<file path="src/sdi_consts.vh">
// Notes on behaviour
// - Raw bit 5 sets when receive FIFO becomes full; held until cleared.
// - Raw bit 4 sets when receive FIFO level rises above programmed half threshold.
// - Raw bit 3 sets when receive FIFO goes from empty to non-empty.
// - Raw bit 2 sets when transmit FIFO goes from full to not full.
// - Raw bit 1 sets when transmit free space rises above programmed half threshold.
// - Raw bit 0 sets when transmit FIFO becomes empty.
// - Mask register at 0x04, one bit per source 18..0, 1 blocks, reset all masked.
// - Masking never alters the raw latched state of any source.
// - Writing one to a clear register bit at 0x08 clears that latched source.
// - Clear acts only on bits 17..0; bits 31..18 have no effect.
// - Card interrupt bit 18 follows the card input; maskable, not clearable.
`ifndef SDI_CONSTS_VH
`define SDI_CONSTS_VH
`define SDI_ADDR_W        8
`define SDI_OFS_RAW       8'h00
`define SDI_OFS_MASK      8'h04
`define SDI_OFS_CLEAR     8'h08
`define SDI_OFS_LEVEL     8'h0c
`define SDI_NSRC          19
`define SDI_NCLR          18
`define SDI_MASK_RESET    19'h7ffff
`define SDI_RAW_RESET     19'h00000
`define SDI_BIT_TX_EMPTY  0
`define SDI_BIT_TX_HALF   1
`define SDI_BIT_TX_NFULL  2
`define SDI_BIT_RX_NEMPTY 3
`define SDI_BIT_RX_HALF   4
`define SDI_BIT_RX_FULL   5
`define SDI_BIT_EVT_LSB   6
`define SDI_BIT_CARD      18
`define SDI_LVL_RX_LSB    0
`define SDI_LVL_TX_LSB    16
`define SDI_LVL_W         16
`endif

</file>
<file path="src/sdi_edge_latch.v">
`include "sdi_consts.vh"
// One sticky source: sets on rising edge of its condition, set wins over clear
module sdi_edge_latch (
	// Clock and reset
	input  wire CLK,
	input  wire RESETN,
	// Condition and clear
	input  wire cond,
	input  wire clr,
	// Latched state
	output wire flag
);
	reg cond_q;
	reg flag_q;
	always @(posedge CLK or negedge RESETN) begin
		if (!RESETN) begin
			cond_q <= 1'b0;
			flag_q <= 1'b0;
		end else begin
			cond_q <= cond;
			if (cond && !cond_q)
				flag_q <= 1'b1;
			else if (clr)
				flag_q <= 1'b0;
		end
	end
	assign flag = flag_q;
endmodule

</file>
<file path="src/sdi_irq_ctrl.v">
// Added by the designer: the address-and-strobe port.
`include "sdi_consts.vh"
module sdi_irq_ctrl #(
	parameter LVL_W = `SDI_LVL_W,
	parameter DEPTH = 16'd64
) (
	// Clock and reset
	input  wire                   CLK,
	input  wire                   RESETN,
	// Register port
	input  wire [`SDI_ADDR_W-1:0] ADDR,
	input  wire [31:0]            WDATA,
	input  wire                   WR,
	input  wire                   RD,
	output wire [31:0]            RDATA,
	// Receive FIFO level, bytes held
	input  wire [LVL_W-1:0]       RX_LEVEL,
	// Transmit FIFO free space, bytes
	input  wire [LVL_W-1:0]       TX_SPACE,
	// Other source events, one-cycle pulses, bits 17..6
	input  wire [11:0]            EVENT_IN,
	// Card interrupt level from the card side
	input  wire                   CARD_IRQ,
	// Interrupt
	output wire                   IRQ
);
	reg  [`SDI_NSRC-1:0] mask_q;
	reg  [LVL_W-1:0]     rx_half_q;
	reg  [LVL_W-1:0]     tx_half_q;
	reg  [31:0]          rdata_q;
	reg                  card_s1_q;
	reg                  card_s2_q;
	reg  [`SDI_NSRC-1:0] cond;
	reg  [31:0]          rdata_d;
	wire [`SDI_NSRC-1:0] raw;
	wire                 wr_clear;
	wire [`SDI_NCLR-1:0] clr_vec;

	// Writes of one clear, zero leaves alone, upper bits ignored
	assign wr_clear = WR && (ADDR == `SDI_OFS_CLEAR);
	assign clr_vec  = wr_clear ? WDATA[`SDI_NCLR-1:0] : {`SDI_NCLR{1'b0}};

	// Card input crosses from outside the clock domain
	always @(posedge CLK or negedge RESETN) begin
		if (!RESETN) begin
			card_s1_q <= 1'b0;
			card_s2_q <= 1'b0;
		end else begin
			card_s1_q <= CARD_IRQ;
			card_s2_q <= card_s1_q;
		end
	end

	// Conditions whose rising edge latches each source
	always @* begin
		cond = {`SDI_NSRC{1'b0}};
		cond[`SDI_BIT_TX_EMPTY]  = (TX_SPACE == DEPTH[LVL_W-1:0]);
		cond[`SDI_BIT_TX_HALF]   = (TX_SPACE > tx_half_q);
		cond[`SDI_BIT_TX_NFULL]  = (TX_SPACE != {LVL_W{1'b0}});
		cond[`SDI_BIT_RX_NEMPTY] = (RX_LEVEL != {LVL_W{1'b0}});
		cond[`SDI_BIT_RX_HALF]   = (RX_LEVEL > rx_half_q);
		cond[`SDI_BIT_RX_FULL]   = (RX_LEVEL == DEPTH[LVL_W-1:0]);
		cond[`SDI_NCLR-1:`SDI_BIT_EVT_LSB] = EVENT_IN;
	end

	genvar i;
	generate
		for (i = 0; i < `SDI_NCLR; i = i + 1) begin : g_src
			sdi_edge_latch u_latch (
				.CLK    (CLK),
				.RESETN (RESETN),
				.cond   (cond[i]),
				.clr    (clr_vec[i]),
				.flag   (raw[i])
			);
		end
	endgenerate

	// Card source is a live level, not clearable here
	assign raw[`SDI_BIT_CARD] = card_s2_q;

	// Register writes
	always @(posedge CLK or negedge RESETN) begin
		if (!RESETN) begin
			mask_q    <= `SDI_MASK_RESET;
			rx_half_q <= {LVL_W{1'b0}};
			tx_half_q <= {LVL_W{1'b0}};
		end else if (WR) begin
			if (ADDR == `SDI_OFS_MASK)
				mask_q <= WDATA[`SDI_NSRC-1:0];
			if (ADDR == `SDI_OFS_LEVEL) begin
				rx_half_q <= WDATA[`SDI_LVL_RX_LSB +: LVL_W];
				tx_half_q <= WDATA[`SDI_LVL_TX_LSB +: LVL_W];
			end
		end
	end

	// Read mux, data one cycle after strobe, unmapped reads zero
	always @* begin
		rdata_d = 32'h00000000;
		case (ADDR)
			`SDI_OFS_RAW:   rdata_d[`SDI_NSRC-1:0] = raw;
			`SDI_OFS_MASK:  rdata_d[`SDI_NSRC-1:0] = mask_q;
			`SDI_OFS_LEVEL: begin
				rdata_d[`SDI_LVL_RX_LSB +: LVL_W] = rx_half_q;
				rdata_d[`SDI_LVL_TX_LSB +: LVL_W] = tx_half_q;
			end
			default:        rdata_d = 32'h00000000;
		endcase
	end

	always @(posedge CLK or negedge RESETN) begin
		if (!RESETN)
			rdata_q <= 32'h00000000;
		else if (RD)
			rdata_q <= rdata_d;
		else
			rdata_q <= 32'h00000000;
	end

	assign RDATA = rdata_q;
	assign IRQ   = |(raw & ~mask_q);
endmodule

</file>
<file path="config.mk">
export PLATFORM = sky130hd
export DESIGN_NAME = sdi_irq_ctrl
export DESIGN_NICKNAME = d
export VERILOG_FILES = /design/src/sdi_edge_latch.v /design/src/sdi_irq_ctrl.v
export VERILOG_INCLUDE_DIRS = /design/src /design/src/src
export SDC_FILE = /design/constraint.sdc
export NUM_CORES = 1
export LEC_CHECK = 0
export CAP_MARGIN = 30
export CORE_MARGIN = 4
export CORE_UTILIZATION = 35
export DETAILED_ROUTE_END_ITERATION = 6
export DONT_BUFFER_PORTS = 1
export PLACE_DENSITY = 0.48
export SLEW_MARGIN = 10
export SYNTH_ARGS = -nofsm -noshare
export SYNTH_HDL_FRONTEND = slang
export SYNTH_HIERARCHICAL = 1
export SYNTH_SLANG_ARGS = --single-unit
</file>
<file path="constraint.sdc">
create_clock -name CLK -period 4.8 [get_ports CLK]
set_clock_uncertainty 0.05 [all_clocks]
set_input_delay 0.48 -clock CLK [delete_from_list [all_inputs] [get_ports CLK]]
set_output_delay 0.48 -clock CLK [all_outputs]
set_load 0.005 [all_outputs]
</file>
==> flow_metrics.tcl, run 1 <==
set metrics [dict create \
    syn_inst 517 \
    clock-sinks 121 \
    finish.instance_area_mm2 0.00664 \
    fin_crit_ps 2360 \
    setup_viol 0 \
    fin_cells 754 \
    drc_errors 0 \
    placementRows 46 \
    synth_top_family_by_area "multiplexers" \
    r2r-start "rx_half_q[1]" \
    vias 3660 \
    min_path_type "primary input to asynchronous set/reset pin" \
    wire_per_inst_um 18.7 \
    grt_pass1_wl_mm 22.2 \
    cp_max_fo 3 \
    muxShareOfSynthArea_pct 13.8 \
    maxCapViolations 0 \
    io_pins 122 \
    post_cts_resize_count 0 \
    io_buffers 0 \
    tightest_slew_ps 919 \
    n_antenna_cell 0 \
    placed_cell_area_mm2 0.00605 \
    synth_compound_area_share_pct 9.23 \
    cts_made_buffers 17 \
    hold-worst-slack_ps -31.0 \
    final_antenna_net_count 0 \
    vdd_drop_max_uv 271 \
    r2r_end "g_src[4].u_latch/flag" \
    synth.most_common_cell "dfrtp_1" \
    syn-num-nets 638 \
    place_ws_ps 2170 \
    finalWorstSetupSlack_ps 2440 \
    layout.nets 646 \
    syn_area_mm2 0.00581 \
    synth-edff-count 0 \
    fin_tns_setup_ps 0 \
    clkLatencyLatePin_ps 420 \
    chipWidth_um 137 \
    die_y_um 137 \
    powerDensity_mw_per_mm2 365 \
    r2r_cells 9 \
    grt_max_degree 122 \
    grt_usage_pct 15.8 \
    yosysTopAreaCell "dfrtp_1" \
    cts_buffer_depth 2 \
    criticalPathCategory "flop to output port" \
    avgSynthCellArea_um2 11.2 \
    first_iter_violations 232 \
    period_share_pct 49.1 \
    ys_top_cells_by_count "dfrtp_1 (102), inv_1 (91), nor2_1 (42)" \
    required_ps 4270 \
    cts_tree "built" \
    synth_xor_area_share_pct 0 \
    clockRootBuffer "clkbuf_16" \
    clk_pin_slew_ps 60 \
    drive_gt1_share_pct 23.2 \
    ys_seq_elements 121 \
    syn_to_final_growth_pct 14.1 \
    reg2reg_slack_ps 2670 \
    slew_violations 0 \
    antenna_found_initial 0 \
    fmax_mhz 424 \
    dp.cells 721 \
    fin_util_pct 41.3 \
    initial_core_util_pct 36.2 \
    ctsHtreeMaxLevel 4 \
    core_area_mm2 0.0161 \
    die_area_mm2 0.0187 \
    routed_via_density 4.85 \
    synth_area_leaders "dfrtp_1 (44%), dfstp_2 (8.6%), mux2_2 (7.9%)" \
    violations "negative hold slack" \
    dr.pass1.iters 4 \
    worst_setup_path_start_kind "flop" \
    grt_pass1_vias 3940 \
    arrival_ps 1830 \
    ys_seq_area_share_pct 52.5 \
    slew_headroom_pct 38.7 \
    ys_types 37 \
    synth_simple_gate_area_share_pct 10.6 \
    grt_overflow 0 \
    postCtsSetupBuffers 0 \
    postCtsHoldBufs 1 \
    dp_hpwl_mm 10.1 \
    synth_top_flop_cell "dfrtp_1" \
    routed_wl_mm 14.1 \
    gp_congestion 0.743 \
    hold_viol 20 \
    status "finished, violations left" \
    async_flop_share_pct 100 \
    synth-adder-area-share_pct 6.89 \
    p_leak_nw 3.24 \
    rsz0062_at_grt "no" \
    synth_top_area_share_pct 43.9 \
    synth_warnings 6 \
    end_kind "output port" \
]
[registers in the layout (all words and copies together) (netlist names)]
signal,count
tx_half_q,16
card_s1_q,1
mask_q,19
g_src.u_latch/cond_q,18
g_src.u_latch/flag,18
RDATA,32
card_s2_q,1
rx_half_q,16
[where the power goes]
group	leakage, nW	internal, W	switching [W]
Sequential	1.47	0.00106	0.0000220
Clock	0.257	0.000735	0.000465
Combinational	1.50	0.0000645	0.0000769
[area by class of cell]
type	count	area (µm²)
Clock buffer	21	460
Timing Repair Buffer	3	55.1
Tap cell	216	270
Sequential cell	121	3050
Clock inverter	11	98.8
Fill cell	1514	9420
Inverter	91	342
Multi-Input combinational cell	291	2360
[logic make-up after synthesis]
family	count (synthesis)
fa+ha+maj	32
simple gates	118
flops	121
buf+inv	105
mux	70
compound gates	71
[through the flow]
stage               power [W]  hold WS [ps]
floorplan             0.00119           134
global placement      0.00121           143
detailed placement    0.00122           143
CTS                   0.00246          8.02
global route          0.00252          17.0
finish                0.00242         -31.0
[placed cells by master (no fill, tap or decap), types with 2 or more instances in the layout]
cell type	netlist	routed
mux2_2	41	41
nor4_1	8	8
dfstp_2	19	19
nor3_1	2	2
clkinv_2	0	3
nor2_1	42	42
clkbuf_8	0	2
nand4_1	9	9
mux2i_1	19	19
mux2_4	10	10
nand2_1	9	9
clkinvlp_4	0	6
nand3_1	6	5
clkbuf_1	6	2
clkbuf_16	0	17
dfrtp_1	102	102
o22ai_1	5	5
and2_1	32	32
a221oi_1	6	6
a21oi_1	33	33
inv_1	91	91
ha_1	32	32
nand2b_1	3	3
o22ai_2	18	18
o21ai_0	3	3
[worst max-delay path, stage by stage, from the launching register on]
cell and delay (ps):
dfstp_2 550, inv_1 50, a221oi_1 370, nand4_1 150, a211o_1 290
[per-layer routing]
metal / up-vias / share of wire, % / track usage (%)
li1: 1761 / - / -
met1: 1803 / 44 / 20.9
met2: 84 / 48 / 24.5
met3: 12 / 7.1 / 5.51
met4: 0 / 1.1 / 5.16
met5: - / 0 / 0
[how the worst max path moves through the flow]
stage	startpoint	endpoint	slack, ps	depth (start not counted)
after floorplan	ADDR[5]	mask_q[10]	2710	6
after global placement	ADDR[2]	rx_half_q[10]	1810	3
after detailed placement	ADDR[5]	g_src[9].u_latch/flag	2170	6
after CTS	mask_q[10]	IRQ	2410	4
after global routing	mask_q[9]	IRQ	2360	4
final	mask_q[10]	IRQ	2440	4
No activity file was read; power rests on OpenSTA's default activity.
==> run 2: changes to the inputs <==
Settings changed: ABC_AREA set to 1.
Clock period 4.8 ns to 2.4 ns, I/O delays scaled along.
==> flow_metrics.tcl, run 2 <==
set metrics [dict create \
    clock-sinks 121 \
    placed_cell_area_mm2 0.00621 \
    wire_per_inst_um 15.4 \
    fin_util_pct 44.5 \
    grt_usage_pct 16.9 \
    layout.nets 923 \
    clock_power_share_pct 52.0 \
    postCtsSetupBuffers 0 \
    hold_viol 121 \
    drc_errors 0 \
    fmax_mhz 479 \
    async_flop_share_pct 100 \
    powerDensity_mw_per_mm2 713 \
    synth-edff-count 0 \
    seqCellArea_mm2 0.00305 \
    postCtsHoldBufs 58 \
    criticalPathCategory "primary input to flop" \
    p_leak_nw 3.85 \
    first_iter_violations 170 \
    chipWidth_um 139 \
    io_pins 122 \
    ctsHtreeMaxLevel 4 \
    cts_tree "built" \
    placementRows 47 \
    crit_top_cell "dlygate4sd3_1" \
    grt_overflow 0 \
    post_cts_resize_count 0 \
    slew_violations 0 \
    dr.pass1.iters 4 \
    r2r_cells 8 \
    syn_area_mm2 0.00600 \
    avgSynthCellArea_um2 8.12 \
    largest_reg_flops 32 \
    status "finished, violations left" \
    grt_pass1_wl_mm 25.6 \
    yosysTopAreaCell "dfrtp_1" \
    ys_seq_area_share_pct 50.8 \
    synth_warnings 6 \
    period_share_pct 86.9 \
    grt_pass1_vias 4920 \
    clkLatencyLatePin_ps 400 \
    slew_headroom_pct 63.8 \
    fin_tns_setup_ps 0 \
    r2r-start "tx_half_q[11]" \
    ys_types 29 \
    drive_gt1_share_pct 9.58 \
    multiInputGateArea_mm2 0.00230 \
    n_antenna_cell 0 \
    clk_pin_slew_ps 60 \
    maxCapViolations 0 \
    end_kind "flop" \
    min_path_type "primary input to asynchronous set/reset pin" \
    critPathSlowestCell "dlygate4sd3_1" \
    synth.most_common_cell "nand2_1" \
    arrival_ps 2320 \
    sw_frac_of_total_pct 21.3 \
    finish.instance_area_mm2 0.00743 \
    syn-num-nets 860 \
    synth_top_area_share_pct 42.5 \
    gp_congestion 0.794 \
    vdd_drop_max_uv 445 \
    total_power_w 0.00530 \
    hold-worst-slack_ps -518 \
    final_antenna_net_count 0 \
    synth_top_flop_cell "dfrtp_1" \
    grt_max_degree 122 \
    io_buffers 0 \
    dp_hpwl_mm 10.9 \
    r2r_end "g_src[1].u_latch/flag" \
    core_area_mm2 0.0167 \
    critical-path-max-stage-delay_ps 610 \
    worst_setup_path_start_kind "primary input" \
    die_y_um 139 \
    final_cell_mix "nand2_1 (167), inv_1 (132), nor2_1 (109)" \
    critical_path.cell_chain "dlygate4sd3_1 -> nor4_1 -> dlygate4sd3_1 -> nand4_1 -> dlygate4sd3_1" \
    internal-power_w 0.00417 \
    ys_top_cells_by_count "nand2_1 (167), inv_1 (132), nor2_1 (109)" \
    die_area_mm2 0.0193 \
    syn_inst 739 \
    nFillCells 1730 \
    cp_max_fo 2 \
    reg2reg_slack_ps 810 \
    cts_made_buffers 17 \
    violations "negative hold slack" \
    power.switching_w 0.00113 \
    clockRootBuffer "clkbuf_16" \
    p_comb_share_pct 6.9 \
    initial_core_util_pct 35.9 \
    fin_crit_ps 2090 \
    cts_buffer_depth 2 \
    syn_to_final_growth_pct 23.7 \
    rsz0062_at_grt "no" \
    routed_wl_mm 16.0 \
    antenna_found_initial 0 \
    final_common_cell "nand2_1" \
    p_seq_share_pct 41.0 \
    setup_viol 0 \
    routed_via_density 4.56 \
    synth_area_leaders "dfrtp_1 (43%), nand2_1 (10%), dfstp_2 (8.3%)" \
    vias 4718 \
    tightest_slew_ps 542 \
    ys_seq_elements 121 \
    required_ps 2630 \
]
## run 2: changes by cell type after synthesis, sizes merged, moves of 32 or more
cell   delta
nand3    +32
o21ai    +41
nand2   +160
and2     -32
mux2     -51
inv      +44
nor2     +67
## run 2: how the worst max path moves through the flow
stage | start | to | slack (ps)
2_1_floorplan | ADDR[7] | g_src[10].u_latch/flag | 960
6_report | RX_LEVEL[8] | g_src[3].u_latch/cond_q | 310
4_1_cts | RX_LEVEL[8] | g_src[3].u_latch/cond_q | 330
3_5_place_dp | ADDR[1] | RDATA[9] | 660
5_1_grt | RX_LEVEL[8] | g_src[3].u_latch/cond_q | 230
3_3_place_gp | ADDR[1] | mask_q[5] | 720
## run 2: power groups by stage
stage	logic, W	registers [W]	clock network (W)
final	0.000366	0.00217	0.00276
after global routing	0.000423	0.00218	0.00292
after CTS	0.000373	0.00217	0.00282
after detailed placement	0.000291	0.00221	0
after global placement	0.000281	0.00221	0
after floorplan	0.000229	0.00220	0
## run 2: area by class of cell
class / count / share of cell area, %
Sequential cell: 121 / 41.1
Timing Repair Buffer: 66 / 8.79
Clock inverter: 8 / 1.89
Tap cell: 220 / 3.71
Inverter: 135 / 6.82
Multi-Input combinational cell: 461 / 31.0
Clock buffer: 23 / 6.70
## run 2: cells by family after synthesis
group                      Yosys count  synth area share (%)
and+or+nand+nor                    347                  24.0
buffers and inverters              157                  10.9
DFF                                121                  50.8
AOI/OAI and AO/OA                   82                  7.57
adders and majority gates           32                  6.67
## run 2: worst max-delay path: cells and delay by family
family | cells | cell delay [ps]
buffers and inverters | 3 | 1740
and+or+nand+nor | 2 | 340
## run 2: metrics by stage
stage          std cells  setup WS, ps  hold slack [ps]
2_1_floorplan        739           964             -106
3_3_place_gp         945           724            -99.8
3_5_place_dp         945           660            -98.9
4_1_cts             1034           334             -539
5_1_grt             1034           232             -546
6_report            1034           313             -518
## run 2: routing by layer
layer,vias up,wire (µm),global-route usage (%)
met3,14,929,4.93
met5,-,0,0
met1,2195,6970,20.4
li1,2399,-,-
met4,0,259,6.33
met2,110,7810,28.7
